===== src/logic/placeholder_none.sv =====
// intentionally empty compile unit
`default_nettype none
`default_nettype wire


===== src/pkg/rrc_pkg.sv =====
// shared constants, types and register map of the regulator rail control block
`default_nettype none
package rrc_pkg;
	// ---------------------------------------------
	// timing
	// ---------------------------------------------
	localparam int CLK_NS        = 5;
	localparam int RAMP_STEP_NS  = 1000;
	localparam int RAMP_CYC      = (RAMP_STEP_NS + CLK_NS - 1) / CLK_NS;
	localparam int BUCK_SS_NS    = 100000;
	localparam int BUCK_SS_CYC   = (BUCK_SS_NS + CLK_NS - 1) / CLK_NS;
	localparam int SW_SS_PERIODS = 256;
	// ---------------------------------------------
	// register offsets
	// ---------------------------------------------
	localparam logic [4:0] OFS_BUCK_VOUT = 5'h00;
	localparam logic [4:0] OFS_BUCK_CFG  = 5'h01;
	localparam logic [4:0] OFS_BUCK_INT  = 5'h02;
	localparam logic [4:0] OFS_BUCK_INTM = 5'h03;
	localparam logic [4:0] OFS_BUCK_STAT = 5'h04;
	localparam logic [4:0] OFS_OPMD_ONE  = 5'h05;
	localparam logic [4:0] OFS_OPMD_TWO  = 5'h06;
	localparam logic [4:0] OFS_BUCK_FPS  = 5'h07;
	localparam logic [4:0] OFS_LIN_FPS   = 5'h08;
	localparam logic [4:0] OFS_LIN_VOUT  = 5'h09;
	localparam logic [4:0] OFS_LIN_CFG   = 5'h0A;
	localparam logic [4:0] OFS_SW_CFG0   = 5'h0B;
	localparam logic [4:0] OFS_INRUSH    = 5'h0E;
	localparam logic [4:0] OFS_SW_STAT   = 5'h0F;
	// ---------------------------------------------
	// field positions and codes
	// ---------------------------------------------
	localparam int DIS_BIT      = 0;
	localparam int FSR_BIT      = 1;
	localparam int UV_BIT       = 0;
	localparam int OV_BIT       = 1;
	localparam int SS_BIT       = 2;
	localparam int RAMP_BIT     = 3;
	localparam int AUTO_LP_BIT  = 2;
	localparam int FORCE_LP_BIT = 3;
	localparam int INR_DIS_BIT  = 0;
	localparam int THIRD_BIT    = 1;
	localparam int INR_FREQ_LSB = 2;
	localparam logic [1:0] OPMD_OFF = 2'h0;
	localparam logic [1:0] OPMD_LP  = 2'h1;
	localparam logic [1:0] FPS_NONE = 2'h3;
	localparam logic [10:0] BUCK_BASE_MV = 11'h0FA;
	localparam logic [10:0] BUCK_STEP_MV = 11'h00A;
	localparam logic [11:0] LIN_BASE_MV  = 12'h320;
	localparam logic [11:0] LIN_STEP_MV  = 12'h019;
	localparam logic [11:0] LIN_MAX_MV   = 12'hF6E;
	// ---------------------------------------------
	// reset values
	// ---------------------------------------------
	localparam logic [6:0] RST_BUCK_VOUT = 7'h50;
	localparam logic [6:0] RST_LIN_VOUT  = 7'h28;
	localparam logic [1:0] RST_MASK      = 2'h3;
	localparam logic [7:0] RST_FPS       = 8'hC0;
	localparam logic [3:0] RST_OPMD      = 4'h0;
	localparam logic       RST_LIN_ADE   = 1'b1;
	// ---------------------------------------------
	// types
	// ---------------------------------------------
	typedef enum logic [1:0] {
		RRC_OFF  = 2'b00,
		RRC_SOFT = 2'b01,
		RRC_RUN  = 2'b11
	} rrc_buck_st_t;
	typedef struct packed {
		logic       enable;
		logic [2:0] freq;
		logic [1:0] sel;
		logic       ext;
	} rrc_sw_cfg_t;
endpackage
`default_nettype wire


===== src/logic/rrc_lsw.sv =====
// one load-switch controller: gate drive divider and soft-start period count
`default_nettype none
module rrc_lsw #(
	parameter int PERIODS = rrc_pkg::SW_SS_PERIODS
) (
	input  wire logic       i_clk,
	input  wire logic       i_rst_n,
	input  wire logic       i_osc_rise,
	input  wire logic       i_en,
	input  wire logic [2:0] i_freq,
	output logic            o_gate,
	output logic            o_done
);
	import rrc_pkg::*;
	logic [6:0] div_ff;
	logic [8:0] per_ff;
	logic       gate_ff;
	logic       done_ff;
	logic [6:0] div_top;
	logic       tick;
	logic [6:0] nxt_div;
	logic [8:0] nxt_per;
	logic       nxt_gate;
	// ---------------------------------------------
	// drive oscillator: base rate divided by 2^freq
	// ---------------------------------------------
	assign div_top  = 7'((8'h01 << i_freq) - 8'h01);
	assign tick     = i_en && i_osc_rise && (div_ff == div_top);
	assign nxt_div  = !i_en ? 7'h00 : (tick ? 7'h00 : (i_osc_rise ? div_ff + 7'h01 : div_ff));
	assign nxt_per  = !i_en ? 9'h000 : ((tick && !done_ff) ? per_ff + 9'h001 : per_ff);
	// gate toggles during soft-start, then holds fully on
	assign nxt_gate = !i_en ? 1'b0 : (done_ff ? 1'b1 : (tick ? ~gate_ff : gate_ff));
	always_ff @(posedge i_clk) begin
		if (!i_rst_n) begin
			div_ff  <= 7'h00;
			per_ff  <= 9'h000;
			gate_ff <= 1'b0;
			done_ff <= 1'b0;
		end else begin
			div_ff  <= nxt_div;
			per_ff  <= nxt_per;
			gate_ff <= nxt_gate;
			done_ff <= i_en && (nxt_per == 9'(PERIODS));
		end
	end
	assign o_gate = gate_ff;
	assign o_done = done_ff;
endmodule
`default_nettype wire


===== src/logic/rrc_top.sv =====
// regulator rail control: 3A buck, linear regulator and three load switches
`default_nettype none
// Function
// - buck code field 0x37 gives 0.8V
// - buck code linear, 10mV per step
// - disabled buck discharges unless discharge disabled
// - undervoltage sets buck undervoltage flag
// - unmasked undervoltage requests power-down
// - undervoltage suppressed until soft-start ends
// - rising target ramp suppresses undervoltage
// - overvoltage sets buck overvoltage flag
// - unmasked overvoltage requests power-down
// - falling ramp enabled suppresses overvoltage
// - no falling ramp: overvoltage may trip
// - status shows live comparator levels
// - enable by sequencer or register write
// - mode code zero disables buck
// - low power by sleep or command
// - inrush block becomes third switch
// - switch input internal buck or system
// - gate drive oscillator from frequency field
// - soft-start done after 256 periods
// - linear code 0.8V up, 25mV steps
// - lockout with discharge enabled disables linear, discharge on
// - linear mode zero off; sequencer or write
// - slave only, never stalls the master
module rrc_top #(
	parameter int SS_CYC = rrc_pkg::BUCK_SS_CYC
) (
	input  wire logic        i_clk,
	input  wire logic        i_rst_n,
	input  wire logic [4:0]  i_addr,
	input  wire logic [7:0]  i_wdata,
	input  wire logic        i_wr,
	input  wire logic        i_rd,
	output logic      [7:0]  o_rdata,
	input  wire logic        i_uv_cmp,
	input  wire logic        i_ov_cmp,
	input  wire logic        i_sys_uvlo,
	input  wire logic        i_drv_osc,
	input  wire logic        i_seq_buck_en,
	input  wire logic        i_seq_lin_en,
	input  wire logic [2:0]  i_seq_sw_en,
	input  wire logic        i_dev_sleep,
	input  wire logic        i_inrush_drive,
	output logic      [6:0]  o_buck_c_code,
	output logic      [10:0] o_buck_c_mv,
	output logic             o_buck_c_en,
	output logic             o_buck_c_lowpower,
	output logic             o_buck_c_discharge,
	output logic             o_power_down_req,
	output logic      [11:0] o_lin_mv,
	output logic             o_lin_en,
	output logic             o_lin_lowpower,
	output logic             o_lin_discharge,
	output logic      [2:0]  o_sw_gate,
	output logic      [2:0]  o_sw_done,
	output logic      [8:0]  o_sw_source,
	output logic             o_inrush_gate_drive_pin,
	output logic             o_inrush_pin_is_feedback
);
	import rrc_pkg::*;
	// ---------------------------------------------
	// decode helpers
	// ---------------------------------------------
	function automatic logic hit(input logic s, input logic [4:0] a, input logic [4:0] ofs);
		return s && (a == ofs);
	endfunction
	function automatic logic en_dec(input logic [7:0] fps, input logic [1:0] md, input logic seq);
		return (md != OPMD_OFF) && ((fps[7:6] == FPS_NONE) || seq);
	endfunction
	function automatic logic lp_dec(input logic [3:0] md, input logic slp);
		return (md[1:0] == OPMD_LP) || (slp && md[AUTO_LP_BIT]) || md[FORCE_LP_BIT];
	endfunction
	// ---------------------------------------------
	// registers and state
	// ---------------------------------------------
	logic [1:0]   uv_s_ff, ov_s_ff, uvlo_s_ff;
	logic [2:0]   osc_s_ff;
	logic [6:0]   vout_ff, cur_ff, lin_vout_ff;
	logic [1:0]   bcfg_ff, flag_ff, mask_ff;
	logic [3:0]   operating_mode_reg_one_ff, operating_mode_reg_two_ff;
	logic [7:0]   bfps_ff, lfps_ff;
	logic         ade_ff;
	logic [4:0]   inr_ff;
	rrc_sw_cfg_t  sw_cfg_ff [3];
	rrc_buck_st_t st_ff, nxt_st;
	logic [31:0]  ss_cnt_ff;
	logic [7:0]   step_ff;
	logic [1:0]   cond_ff;
	logic         pd_ff;
	logic [7:0]   rdata_ff;
	logic [6:0]   out_code_ff;
	logic [10:0]  buck_mv_ff;
	logic [11:0]  lin_mv_ff;
	logic         buck_en_ff, buck_lp_ff, buck_dis_ff;
	logic         lin_en_ff, lin_lp_ff, lin_dis_ff;
	logic [8:0]   src_ff;
	logic         inr_pin_ff, fb_sel_ff;
	// ---------------------------------------------
	// synchronisers and drive oscillator edge
	// ---------------------------------------------
	always_ff @(posedge i_clk) begin
		if (!i_rst_n) begin
			uv_s_ff   <= 2'h0;
			ov_s_ff   <= 2'h0;
			uvlo_s_ff <= 2'h0;
			osc_s_ff  <= 3'h0;
		end else begin
			uv_s_ff   <= {uv_s_ff[0], i_uv_cmp};
			ov_s_ff   <= {ov_s_ff[0], i_ov_cmp};
			uvlo_s_ff <= {uvlo_s_ff[0], i_sys_uvlo};
			osc_s_ff  <= {osc_s_ff[1:0], i_drv_osc};
		end
	end
	wire uv_live  = uv_s_ff[1];
	wire ov_live  = ov_s_ff[1];
	wire uvlo     = uvlo_s_ff[1];
	wire osc_rise = osc_s_ff[1] & ~osc_s_ff[2];
	// ---------------------------------------------
	// register writes
	// ---------------------------------------------
	wire       wr_int = hit(i_wr, i_addr, OFS_BUCK_INT);
	wire [1:0] clr    = wr_int ? i_wdata[1:0] : 2'h0;
	always_ff @(posedge i_clk) begin
		if (!i_rst_n) begin
			vout_ff     <= RST_BUCK_VOUT;
			bcfg_ff     <= 2'h0;
			mask_ff     <= RST_MASK;
			operating_mode_reg_one_ff    <= RST_OPMD;
			operating_mode_reg_two_ff    <= RST_OPMD;
			bfps_ff     <= RST_FPS;
			lfps_ff     <= RST_FPS;
			lin_vout_ff <= RST_LIN_VOUT;
			ade_ff      <= RST_LIN_ADE;
			inr_ff      <= 5'h00;
		end else begin
			if (hit(i_wr, i_addr, OFS_BUCK_VOUT)) vout_ff <= i_wdata[6:0];
			if (hit(i_wr, i_addr, OFS_BUCK_CFG)) bcfg_ff <= i_wdata[1:0];
			if (hit(i_wr, i_addr, OFS_BUCK_INTM)) mask_ff <= i_wdata[1:0];
			if (hit(i_wr, i_addr, OFS_OPMD_ONE)) operating_mode_reg_one_ff <= i_wdata[3:0];
			if (hit(i_wr, i_addr, OFS_OPMD_TWO)) operating_mode_reg_two_ff <= i_wdata[3:0];
			if (hit(i_wr, i_addr, OFS_BUCK_FPS)) bfps_ff <= i_wdata;
			if (hit(i_wr, i_addr, OFS_LIN_FPS)) lfps_ff <= i_wdata;
			if (hit(i_wr, i_addr, OFS_LIN_VOUT)) lin_vout_ff <= i_wdata[6:0];
			if (hit(i_wr, i_addr, OFS_LIN_CFG)) ade_ff <= i_wdata[0];
			if (hit(i_wr, i_addr, OFS_INRUSH)) inr_ff <= i_wdata[4:0];
		end
	end
	genvar g;
	generate
		for (g = 0; g < 3; g++) begin : g_cfg
			always_ff @(posedge i_clk) begin
				if (!i_rst_n) begin
					sw_cfg_ff[g] <= '0;
				end else if (hit(i_wr, i_addr, OFS_SW_CFG0 + 5'(g))) begin
					sw_cfg_ff[g] <= rrc_sw_cfg_t'(i_wdata[6:0]);
				end
			end
		end
	endgenerate
	// ---------------------------------------------
	// buck enable, mode and soft-start
	// ---------------------------------------------
	wire buck_en  = en_dec(bfps_ff, operating_mode_reg_one_ff[1:0], i_seq_buck_en);
	wire ss_last  = ss_cnt_ff == 32'(SS_CYC - 1);
	always_comb begin
		nxt_st = st_ff;
		case (st_ff)
			RRC_OFF: begin
				if (buck_en) nxt_st = RRC_SOFT;
			end
			RRC_SOFT: begin
				if (!buck_en) nxt_st = RRC_OFF;
				else if (ss_last) nxt_st = RRC_RUN;
			end
			RRC_RUN: begin
				if (!buck_en) nxt_st = RRC_OFF;
			end
			default: nxt_st = RRC_OFF;
		endcase
	end
	// ---------------------------------------------
	// controlled ramp of the applied code
	// ---------------------------------------------
	wire run      = st_ff == RRC_RUN;
	wire fsr      = bcfg_ff[FSR_BIT];
	wire ramp_up  = run && (cur_ff < vout_ff);
	wire ramp_dn  = run && (cur_ff > vout_ff) && fsr;
	wire ramping  = ramp_up || ramp_dn;
	wire step_end = step_ff == 8'(RAMP_CYC - 1);
	logic [6:0] nxt_cur;
	// without the falling ramp the target jumps and the output overshoots the new level
	assign nxt_cur = !run ? vout_ff :
		((cur_ff > vout_ff) && !fsr) ? vout_ff :
		(ramp_up && step_end) ? cur_ff + 7'h01 :
		(ramp_dn && step_end) ? cur_ff - 7'h01 : cur_ff;
	always_ff @(posedge i_clk) begin
		if (!i_rst_n) begin
			st_ff     <= RRC_OFF;
			ss_cnt_ff <= 32'h0;
			cur_ff    <= RST_BUCK_VOUT;
			step_ff   <= 8'h00;
		end else begin
			st_ff     <= nxt_st;
			ss_cnt_ff <= (st_ff == RRC_SOFT) ? ss_cnt_ff + 32'h1 : 32'h0;
			cur_ff    <= nxt_cur;
			step_ff   <= (ramping && !step_end) ? step_ff + 8'h01 : 8'h00;
		end
	end
	// ---------------------------------------------
	// fault qualification, flags, power-down
	// ---------------------------------------------
	wire uv_ok   = run && !ramp_up;
	wire ov_ok   = run && !ramp_dn;
	wire [1:0] cond  = {ov_live & ov_ok, uv_live & uv_ok};
	wire [1:0] ev    = cond & ~cond_ff;
	wire [1:0] nxt_flag = (flag_ff & ~clr) | ev;
	wire nxt_pd  = |(ev & ~mask_ff);
	always_ff @(posedge i_clk) begin
		if (!i_rst_n) begin
			cond_ff <= 2'h0;
			flag_ff <= 2'h0;
			pd_ff   <= 1'b0;
		end else begin
			cond_ff <= cond;
			flag_ff <= nxt_flag;
			pd_ff   <= nxt_pd;
		end
	end
	// ---------------------------------------------
	// linear regulator
	// ---------------------------------------------
	wire lin_req = en_dec(lfps_ff, operating_mode_reg_two_ff[1:0], i_seq_lin_en);
	wire lin_en  = lin_req && !(uvlo && ade_ff);
	wire [11:0] lin_raw = LIN_BASE_MV + 12'(lin_vout_ff) * LIN_STEP_MV;
	// ---------------------------------------------
	// load switches
	// ---------------------------------------------
	wire third = inr_ff[INR_DIS_BIT] && inr_ff[THIRD_BIT];
	logic [2:0] sw_gate, sw_done;
	logic [8:0] nxt_src;
	generate
		for (g = 0; g < 3; g++) begin : g_sw
			wire sw_ok = (g < 2) || third;
			wire [2:0] freq = (g < 2) ? sw_cfg_ff[g].freq : inr_ff[INR_FREQ_LSB +: 3];
			assign nxt_src[3*g +: 3] = {sw_cfg_ff[g].ext, sw_cfg_ff[g].sel};
			rrc_lsw u_sw (
				.i_clk      (i_clk),
				.i_rst_n    (i_rst_n),
				.i_osc_rise (osc_rise),
				.i_en       ((sw_cfg_ff[g].enable | i_seq_sw_en[g]) & sw_ok),
				.i_freq     (freq),
				.o_gate     (sw_gate[g]),
				.o_done     (sw_done[g])
			);
		end
	endgenerate
	// ---------------------------------------------
	// read mux; slave answers every strobe one cycle later
	// ---------------------------------------------
	logic [7:0] rd_mux;
	always_comb begin
		case (i_addr)
			OFS_BUCK_VOUT: rd_mux = {1'b0, vout_ff};
			OFS_BUCK_CFG:  rd_mux = {6'h00, bcfg_ff};
			OFS_BUCK_INT:  rd_mux = {6'h00, flag_ff};
			OFS_BUCK_INTM: rd_mux = {6'h00, mask_ff};
			OFS_BUCK_STAT: rd_mux = {4'h0, ramping, run, ov_live, uv_live};
			OFS_OPMD_ONE:  rd_mux = {4'h0, operating_mode_reg_one_ff};
			OFS_OPMD_TWO:  rd_mux = {4'h0, operating_mode_reg_two_ff};
			OFS_BUCK_FPS:  rd_mux = bfps_ff;
			OFS_LIN_FPS:   rd_mux = lfps_ff;
			OFS_LIN_VOUT:  rd_mux = {1'b0, lin_vout_ff};
			OFS_LIN_CFG:   rd_mux = {7'h00, ade_ff};
			5'h0B:         rd_mux = {1'b0, sw_cfg_ff[0]};
			5'h0C:         rd_mux = {1'b0, sw_cfg_ff[1]};
			5'h0D:         rd_mux = {1'b0, sw_cfg_ff[2]};
			OFS_INRUSH:    rd_mux = {3'h0, inr_ff};
			OFS_SW_STAT:   rd_mux = {5'h00, sw_done[2:1] & {third, 1'b1}, sw_done[0]};
			default:       rd_mux = 8'h00;
		endcase
	end
	// ---------------------------------------------
	// registered outputs
	// ---------------------------------------------
	always_ff @(posedge i_clk) begin
		if (!i_rst_n) begin
			rdata_ff    <= 8'h00;
			out_code_ff <= RST_BUCK_VOUT;
			buck_mv_ff  <= 11'h000;
			buck_en_ff  <= 1'b0;
			buck_lp_ff  <= 1'b0;
			buck_dis_ff <= 1'b0;
			lin_mv_ff   <= 12'h000;
			lin_en_ff   <= 1'b0;
			lin_lp_ff   <= 1'b0;
			lin_dis_ff  <= 1'b0;
			src_ff      <= 9'h000;
			inr_pin_ff  <= 1'b0;
			fb_sel_ff   <= 1'b0;
		end else begin
			rdata_ff    <= i_rd ? rd_mux : 8'h00;
			out_code_ff <= cur_ff;
			buck_mv_ff  <= BUCK_BASE_MV + 11'(cur_ff) * BUCK_STEP_MV;
			buck_en_ff  <= buck_en;
			buck_lp_ff  <= buck_en && lp_dec(operating_mode_reg_one_ff, i_dev_sleep);
			buck_dis_ff <= !buck_en && !bcfg_ff[DIS_BIT];
			lin_mv_ff   <= (lin_raw > LIN_MAX_MV) ? LIN_MAX_MV : lin_raw;
			lin_en_ff   <= lin_en;
			lin_lp_ff   <= lin_en && lp_dec(operating_mode_reg_two_ff, i_dev_sleep);
			lin_dis_ff  <= !lin_en && ade_ff;
			src_ff      <= nxt_src;
			inr_pin_ff  <= third ? sw_gate[2] : i_inrush_drive;
			fb_sel_ff   <= third;
		end
	end
	assign o_rdata                  = rdata_ff;
	assign o_buck_c_code            = out_code_ff;
	assign o_buck_c_mv              = buck_mv_ff;
	assign o_buck_c_en              = buck_en_ff;
	assign o_buck_c_lowpower        = buck_lp_ff;
	assign o_buck_c_discharge       = buck_dis_ff;
	assign o_power_down_req         = pd_ff;
	assign o_lin_mv                 = lin_mv_ff;
	assign o_lin_en                 = lin_en_ff;
	assign o_lin_lowpower           = lin_lp_ff;
	assign o_lin_discharge          = lin_dis_ff;
	assign o_sw_gate                = sw_gate;
	assign o_sw_done                = sw_done;
	assign o_sw_source              = src_ff;
	assign o_inrush_gate_drive_pin  = inr_pin_ff;
	assign o_inrush_pin_is_feedback = fb_sel_ff;
endmodule
`default_nettype wire


===== config.mk =====
export PLATFORM = sky130hd
export DESIGN_NAME = rrc_top
export DESIGN_NICKNAME = d
export VERILOG_FILES = /design/src/logic/placeholder_none.sv /design/src/pkg/rrc_pkg.sv /design/src/logic/rrc_lsw.sv /design/src/logic/rrc_top.sv
export SDC_FILE = /design/constraint.sdc
export NUM_CORES = 1
export LEC_CHECK = 0
export ABC_AREA = 1
export BUFFER_PORTS_ARGS = -buffer_cell sky130_fd_sc_hd__buf_2
export CORE_ASPECT_RATIO = 0.8
export CORE_MARGIN = 10
export CORE_UTILIZATION = 40
export CTS_CLUSTER_DIAMETER = 40
export CTS_CLUSTER_SIZE = 14
export DETAILED_ROUTE_END_ITERATION = 10
export PLACE_DENSITY = 0.66
export SYNTH_ARGS = -nofsm -noshare
export SYNTH_HDL_FRONTEND = slang
export SYNTH_SLANG_ARGS = --single-unit

===== constraint.sdc =====
create_clock -name i_clk -period 9.71 [get_ports i_clk]
set_input_delay 0.4855 -clock i_clk [delete_from_list [all_inputs] [get_ports i_clk]]
set_output_delay 0.4855 -clock i_clk [all_outputs]
set_load 0.01 [all_outputs]

* Yosys cells after proc, flatten, opt, wreduce, memory -nomap -nowiden
Memories as Yosys holds them, arrays and structs flattened.
Cells that the tools add are included.
** Storage, ports and cells
- Input port bits :: 28
- Output and inout bits :: 62
- Bits in registers :: 220
- Bits in writable memories :: 21
- Memories kept :: 1
** Operators by class
- Reductions and logical operators :: 83
- Add/subtract/negate cells :: 15
- Equal/unequal tests :: 33
- Bitwise gates (word level) :: 26
- Shifts and indexed selects :: 3
- Mux-type cells :: 38
- Multipliers :: 2
- Magnitude comparators :: 3
** Memories
- sw_cfg_ff :: depth 3, width 7, rd ports 3, clocked after Yosys merged registers in 0, write ports 3, line rrc_top.sv:86 : rrc_sw_cfg_t sw_cfg_ff [3];
** Operator list (number)
- one-hot mux 8 bit (16 select lines) :: 1
- two-way mux 9 bit :: 6
- two-way mux 7 bit :: 7
- logical AND 1 bit :: 46
- equality test 5 x 4 -> 1 bit, second input constant :: 8
- adder 32 x 1 -> 32 bit, second input constant :: 1
- equality test 32 x 15 -> 1 bit, second input constant :: 1
- adder 7 x 1 -> 7 bit, second input constant :: 4
- subtractor 7 x 1 -> 7 bit, second input constant :: 4
- adder 9 x 1 -> 9 bit, second input constant :: 3
- equality test 9 bit, second input constant :: 3
- equality test 7 bit :: 3
- left shift 1 x 3 -> 7 bit, first input constant :: 3
- equality test 5 x 3 -> 1 bit, second input constant :: 4
- two-way mux 1 bit :: 17
- adder 10 x 12 -> 12 bit, first input constant :: 1
- > comparator 12 bit, second input constant :: 1
- multiplier 7 x 5 -> 12 bit, second input constant :: 1
- two-way mux 12 bit :: 1
- AND reduction 2 bit :: 6
- adder 8 x 11 -> 11 bit, first input constant :: 1
- logical NOT 1 bit :: 11
- equality test 5 x 2 -> 1 bit, second input constant :: 2
- multiplier 7 x 3 -> 10 bit, second input constant :: 1
- 25 further kinds :: 67

* Logic depth before layout (Yosys ltp)
Gate-level depths: netlist of the first run.
An unclocked memory read counts as a cell.
- Word-level depth :: 10
- Mapped depth :: 20

* Modules after synthesis
A second synthesis of the first run with hierarchy kept.
** Second synthesis, totals
- Cell total of the unflattened synthesis :: 1678
- Area, all modules :: 12470.7 um2
** By module, submodules not included
- rrc_top :: sequential area each 3933.8 um2, area each 9103.7 um2, cells each 1174, times used 1
- rrc_lsw :: sequential area each 360.3 um2, area each 1122.3 um2, cells each 168, times used 3

* Worst setup path after synthesis of the first run
OpenSTA, ideal clock, no wires.
- Kind :: register -> register
- Start :: register lin_vout_ff[1]
- End :: register lin_mv_ff[7] (netlist: o_lin_mv[7])
- Cell stages (with the launch flop) :: 18
- Path slack :: 6550 ps
- Buffers on the path :: 0
- Arrival time :: 3041 ps
- Setup time :: 119 ps
- Cell sequence :: dfxtp_1 -> inv_1 -> ha_1 -> inv_1 -> fa_1 -> ha_1 -> ha_1 -> inv_1 -> fa_1 -> nor2_1 -> a211oi_1 -> nor2_1 -> o21ai_0 -> nand2_1 -> xor2_1 -> nand3b_1 -> nand2_1 -> nor2_1
** Between the ends
- Longest elaborated chain between the ends :: 4
** Ends and longest elaborated chain
- start: declaration :: line rrc_top.sv:80 : logic [6:0] vout_ff, cur_ff, lin_vout_ff;
- start signal: assignment :: line rrc_top.sv:145 : if (hit(i_wr, i_addr, OFS_LIN_VOUT)) lin_vout_ff <= i_wdata[6:0];
- multiplier 7 x 5 -> 12 bit (*) :: line rrc_top.sv:236 : wire [11:0] lin_raw = LIN_BASE_MV + 12'(lin_vout_ff) * LIN_STEP_MV;
- adder 10 x 12 -> 12 bit (*) :: line rrc_top.sv:236
- > comparator 12 bit :: line rrc_top.sv:309 : lin_mv_ff <= (lin_raw > LIN_MAX_MV) ? LIN_MAX_MV : lin_raw;
- OR reduction 2 bit (no source line)
- end signal: assignment :: line rrc_top.sv:309
- end: declaration :: line rrc_top.sv:95 : logic [11:0] lin_mv_ff;
Mark *: on every way between the ends. The rest lies on a longest branch, timed or not.
A chain may end at the register's enable or synchronous reset.

* Worst setup path in the final report of the first run
Ends and elaborated chain as after synthesis.

==> summary.md, run 1 <==
| Metric | Value |
|---|---|
| Status | `finished, final reports clean` |
| CP top delay family | `adder cells` |
| Synth warn | `0` |
| Library cells used by synthesis | `between 50 and 60` |
| Post-synthesis cell area | `12100 um2` |
| Area growth, synth to finish | `16.17%` |
| Clock Sinks | `240` |
| Die Area | `around 38000 um2` |
| H-tree depth | `2` |
| Post-synth top cells | `nand2_1, inv_1, dfxtp_1` |
| Longest Clk Path Bufs | `3` |
| First-pass GRT wire length | `just over 50 mm` |
| Rel. slew slack | `0.3002` |
| CTS tree | `yes` |
| Slew Limit Fails | `0` |
| Met2 Usage GRT | `0.2414` |
| Largest net degree at the start of global routing | `80` |
| Seq/Total Area, Yosys | `0.4146` |
| Die height | `175.5 um` |
| GRT Util Overall | `0.1611` |
| Design area | `roughly 14000 um2` |
| Core Region | `just under 30000 um2` |
| Critical Path Max Stage Delay | `about 0.42 ns` |
| DPL Wire Length | `approximately 23 mm` |
| Final period util | `0.3694` |
| GRT busiest layer | `met2` |
| Final Hold Viols | `0` |
| Crit path time final | `3.587 ns` |
| Synth area leader | `dfxtp_1` |
| Num rows | `56` |
| Num CTS Buffers | `35` |
| Crit path launch type | `register` |
| Ys async rst share | `0` |
| Register bit count reported by yosys | `240` |
| Setup TNS | `0 ns` |
| Layout Skew | `around 0.024 ns` |
| Iteration-0 DRC count of the detailed router | `841` |
| DP Area | `12880 um2` |
| Pleak | `~6 nW` |
| RSZ-0062 raised after global routing | `false` |
| Count leader, synth | `nand2_1` |
| Syn_nets | `between 1500 and 2000` |
| Nature of the critical path endpoint | `register` |
| Worst-path cell chain | `inv_1, ha_1, inv_1, fa_1, ha_1, ha_1, inv_1, fa_1, nor2_1, a211oi_1, nor2_1, o21ai_0, nand2_1, xor2_1, nand3b_1, nand2_1, nor2_1` |
| Syn avg cell area | `around 7.5 um2` |
| Placer Congestion | `around 0.95` |
| Routed wire per std cell | `14.63 um` |
| Crit path required time | `10.12 ns` |
| Clock root buffer | `clkbuf_16` |
| DR DRC count | `0` |
| Syn Inst Count | `about 1600` |
| Via density | `between 5 and 6` |
| Synth area leaders | `dfxtp_1, nand2_1, inv_1` |
| Yosys top cell area share | `0.3625` |
| Grt ovf | `0` |
| Pwr per Cell Area | `about 170 nW/um2` |
| Post-cts resize count | `0` |
| WL final | `~31 mm` |
| Initial Util | `0.4091` |
| Slowest cell on the critical path | `fa_1` |
| Crit path DAT | `approximately 4.0 ns` |
| Maxcap violations | `0` |
| Final setup fails | `0` |
| ANT nets after route | `0` |
| I/O Buffers | `88` |
| Die width | `between 200 and 250 um` |
| Initial antenna violation count | `2` |
| Slew @ Worst Pin | `between 1 and 1.5 ns` |
| Ratio of cells with drive above 1 in the final layout | `0.1083` |
| Via count | `~11000` |
| Nets | `between 1500 and 2000` |
| Worst-skew pair later-pin latency | `0.53 ns` |
| Fmax | `278.8 MHz` |
| GR Util met1 | `0.2183` |
| Cts hold-fix bufs | `0` |
| Worst setup path class | `register to register` |
| Vias in the first global route | `a little over 10000` |
| Max rail drop VDD | `around 120 uV` |
| # IOs | `90` |
| Post-CTS setup repair buffer count | `0` |
| Top_reg_cell synth | `dfxtp_1` |
| EDFF count, synth | `21` |
| Buffers and inverters on the worst path | `3` |
| Met3 track demand over resource | `0.04172` |
| Hold Path Class | `primary input to register` |
| Peak fanout along the critical path | `6` |
| Clk slew on worst S/H paths | `0.06 ns` |
| DRT Pass-1 Iters | `5` |
[metrics by stage]
stage / instances / total power [mW] / hold slack [ns] / setup slack (ns) / util
3_5_place_dp: 2079 / 1.169 / 0.3997 / 6.198 / 0.4356
3_3_place_gp: 2079 / 1.167 / 0.3937 / 6.225 / 0.4356
2_1_floorplan: 1619 / 1.123 / 0.3905 / 6.550 / -
4_1_cts: 2142 / 2.422 / 0.1257 / 6.131 / 0.4750
5_1_grt: 2142 / 2.482 / 0.1477 / 5.882 / 0.4750
6_report: 2144 / 2.393 / 0.1436 / 6.124 / 0.4752
[layer usage]
metal / vias up / routed length (um) / share of wire
li1: 5478 / - / -
met1: 4819 / 14760 / 0.47
met2: 379 / 13120 / 0.42
met3: 68 / 2737 / 0.087
met4: 0 / 742 / 0.024
met5: - / 0 / 0
[layout by cell type, fill, tap and decap left out, drive strengths merged, types with 2 or more instances in the layout]
master,count
nand2,315
inv,243
dfxtp,219
nor2,197
a21oi,121
nand3,106
o21ai,96
buf,91
ha,59
xor2,43
clkbuf,43
nor3,40
nand4,27
edfxtp,21
xnor2,14
a221oi,10
or2,9
clkinv,8
o22ai,7
nor4,6
nor3b,6
a31oi,6
fa,6
nand3b,5
o211ai,5
o21a,5
clkinvlp,5
o21bai,4
o2111ai,3
a211oi,3
diode,2
o31ai,2
o221ai,2
[worst paths after layout]
kind	start	end	slack (ns)	depth (start not counted)
worst min-delay path	i_sys_uvlo	uvlo_s_ff[0]	0.14	3
worst max-delay path	lin_vout_ff[1]	o_lin_mv[7]	6.12	17
worst max register to register	lin_vout_ff[1]	o_lin_mv[7]	6.12	17
worst min register to register	uvlo_s_ff[0]	uvlo_s_ff[1]	0.41	2
[flip-flops by register name (all words and copies together) (netlist names), 8 cells and up]
name,count
ss_cnt_ff,32
lfps_ff,8
o_buck_c_mv,10
o_rdata,8
step_ff,8
g_sw.u_sw.per_ff,27
o_sw_source,9
bfps_ff,8
o_lin_mv,12
g_sw.u_sw.div_ff,21
sw_cfg_ff,21
[report_power, final]
group	leakage (nW)	switching, mW	internal (mW)
registers	1.97	0.0117	1.02
logic	3.59	0.0828	0.0367
clock network	0.560	0.489	0.754
total	6.13	0.584	1.81
[worst min-delay path, stage by stage]
cell and delay, ns:
buf_2 0.08, nand2_1 0.04, inv_1 0.04
[final cells by class]
cell class	instances	area, um2
clock inverter	20	198.9
tap	406	508.0
timing repair buffer	91	462.9
fill	2900	15520
sequential	240	5015
multi-input combinational	1105	6000
antenna	2	5.005
inverter	237	893.4
clock buffer	43	968.4
[kinds of logic after synthesis]
logic type | share of synthesized area
AND/OR/NAND/NOR | 0.2596
buffers and inverters | 0.08937
AO/OA/AOI/OAI | 0.1238
flip-flops | 0.4146
adder cells (fa/ha/maj) | 0.07096
XOR/XNOR | 0.04127
other | 0.0003100
(Power assumes the default switching activity.)
==> run 2, diff against run 1 <==
==> constraint.sdc (replaced) <==
create_clock -name i_clk -period 3.3 [get_ports i_clk]
set_input_delay 0.165 -clock i_clk [delete_from_list [all_inputs] [get_ports i_clk]]
set_output_delay 0.165 -clock i_clk [all_outputs]
set_load 0.01 [all_outputs]
==> summary.md, run 2 (synthesis gave the netlist of run 1 again) <==
| Metric | Value |
|---|---|
| Status | `finished, final reports clean` |
| Final period util | `0.9590` |
| Largest net degree at the start of global routing | `80` |
| DRT Pass-1 Iters | `5` |
| Area growth, synth to finish | `20.01%` |
| Most common cell after layout, fill and taps aside | `nand2_1` |
| Iteration-0 DRC count of the detailed router | `between 800 and 900` |
| Die height | `between 150 and 200 um` |
| Worst-path cell chain | `inv_2, ha_4, inv_2, fa_1, ha_1, ha_2, inv_2, fa_2, nor2_2, a211oi_2, nor2_1, o21ai_1, nand2_1, xor2_2, nand3b_1, buf_6, a21oi_2` |
| Placer Congestion | `approximately 0.93` |
| # IOs | `90` |
| GRT Util Overall | `0.1661` |
| Slew @ Worst Pin | `approximately 0.93 ns` |
| CTS tree | `yes` |
| H-tree depth | `2` |
| Routed wire per std cell | `roughly 15 um` |
| Regs by FF count | `ss_cnt_ff x32, g_sw.u_sw.per_ff x27` |
| DRT met1 WL | `between 10 and 15 mm` |
| Longest Clk Path Bufs | `3` |
| Pwr per Cell Area | `500.2 nW/um2` |
| Nature of the critical path endpoint | `register` |
| Num CTS Buffers | `36` |
| Hold Startpoint | `i_wdata[2]` |
| RSZ-0062 raised after global routing | `true` |
| Initial Util | `0.4091` |
| ANT nets after route | `0` |
| Final setup fails | `0` |
| CP most frequent cell | `inv_2` |
| Worst Hold End | `operating_mode_reg_two_ff[2]` |
| Hold Path Class | `primary input to register` |
| Reg2Reg Setup Slack | `between 0.1 and 0.15 ns` |
| Clock share of power | `0.530` |
| Commonest cells after routing, fill and taps aside | `nand2_1, inv_1, dfxtp_1, nor2_1, a21oi_1` |
| I/O Buffers | `88` |
| Crit path time final | `approximately 3.2 ns` |
| Final worst slack | `around 0.14 ns` |
| Worst Hold Depth | `3` |
| Nets | `between 1500 and 2000` |
| Crit path DAT | `~3.6 ns` |
| Clock Sinks | `240` |
| Initial antenna violation count | `2` |
| First-pass GRT wire length | `between 50 and 60 mm` |
| Register share of total power | `0.417` |
| Maxcap violations | `0` |
| Sw frac | `0.2374` |
| Rel. slew slack | `0.3713` |
| Peak fanout along the critical path | `5` |
| Critical Path Max Stage Delay | `0.44 ns` |
| Clk slew on worst S/H paths | `roughly 0.050 ns` |
| Grt ovf | `0` |
| Clock root buffer | `clkbuf_16` |
| Slew Limit Fails | `0` |
| Core Region | `between 20000 and 30000 um2` |
| DR DRC count | `0` |
| Worst setup path class | `register to register` |
| Num rows | `56` |
| Top reg by flops | `ss_cnt_ff` |
| Layout Skew | `about 0.014 ns` |
| Internal | `between 5 and 6 mW` |
| Vias in the first global route | `10240` |
| Die Area | `37640 um2` |
| Die width | `approximately 210 um` |
| Comb power frac | `0.054` |
| WL final | `32.14 mm` |
| Path length in cells of the critical path | `17` |
| Non-filler instance count after layout | `2182` |
| Via count | `between 10000 and 15000` |
| Buffers and inverters on the worst path | `4` |
| DPL Wire Length | `24.09 mm` |
| Slowest cell on the critical path | `fa_1` |
| P_sw | `between 1.5 and 2 mW` |
| Max rail drop VDD | `between 300 and 400 uV` |
| Worst-skew pair later-pin latency | `0.51 ns` |
| Fmax | `316.0 MHz` |
| Reg2Reg Depth | `17` |
| Met2 wire length | `13.79 mm` |
| Crit path required time | `approximately 3.7 ns` |
| R2R Path Start | `lin_vout_ff[2]` |
| Pleak | `between 6 and 7 nW` |
| Placed insts | `around 2100` |
| Via density | `~5` |
| CP top delay family | `adder cells` |
| Crit path launch type | `register` |
| Ratio of cells with drive above 1 in the final layout | `0.1336` |
| WL met3 | `around 2.8 mm` |
| Final Hold Viols | `0` |
| Worst slack, placed | `-0.006223 ns` |
| R2r endpoint | `o_lin_mv[3]` |
| Max reg flops | `32` |
| Top sig layer | `met4` |
## run 2: per-layer routing
layer,global-route usage,vias up
li1,-,5541
met5,0,-
met1,0.2254,5014
met4,0.04866,0
met3,0.04104,47
met2,0.2557,346
## run 2: layout make-up
cell class | instances | area (um2)
clock inverter | 21 | 240.2
clock buffer | 42 | 985.9
tap | 406 | 508.0
multi-input combinational | 1105 | 6076
fill | 2959 | 15050
inverter | 237 | 893.4
sequential | 240 | 5020
antenna | 2 | 5.005
timing repair buffer | 129 | 787.0
## run 2: how the worst max path moves through the flow
stage	endpoint	startpoint	slack [ns]
finish	o_lin_mv[3]	lin_vout_ff[2]	0.14
floorplan	o_lin_mv[7]	lin_vout_ff[1]	0.14
detailed placement	o_lin_mv[7]	lin_vout_ff[2]	-0.006
CTS	o_lin_mv[7]	lin_vout_ff[1]	0.02
global placement	o_lin_mv[7]	lin_vout_ff[2]	0.02
global route	cur_ff[6]	vout_ff[4]	-0.11
## run 2: power by group through the flow
| stage | Clock [mW] | Combinational, mW | Sequential (mW) |
|---|---|---|---|
| 4_1_cts | 3.92 | 0.375 | 3.03 |
| 6_report | 3.85 | 0.389 | 3.03 |
| 2_1_floorplan | 0 | 0.213 | 3.09 |
| 3_3_place_gp | 0 | 0.354 | 3.09 |
| 3_5_place_dp | 0 | 0.359 | 3.09 |
| 5_1_grt | 4.05 | 0.432 | 3.03 |
## run 2: tightest hold or removal path: stages
cell	delay [ns]
buf_2	0.16
nand3_1	0.09
a21oi_1	0.06
## run 2: what timing repair did
item,in CTS,in global routing
endpoints found under the hold margin,18,0
resized for setup,2,24
endpoints found under the setup margin,3,10
pin swaps,1,9
hold buffers,14,0
setup buffers,0,4
## run 2: per-stage QoR
step                  util  power, mW  hold WS [ns]  area, um2   TNS [ns]
CTS                 0.4871      7.321      0.003664      14400          0
floorplan                -      3.304        0.2626      12100          0
detailed placement  0.4406      3.447        0.3497      13030  -0.006603
global placement    0.4406      3.441        0.3516      13030          0
finish              0.4909      7.261       0.02618      14520          0
global route        0.4907      7.516       0.03453      14510    -0.4577
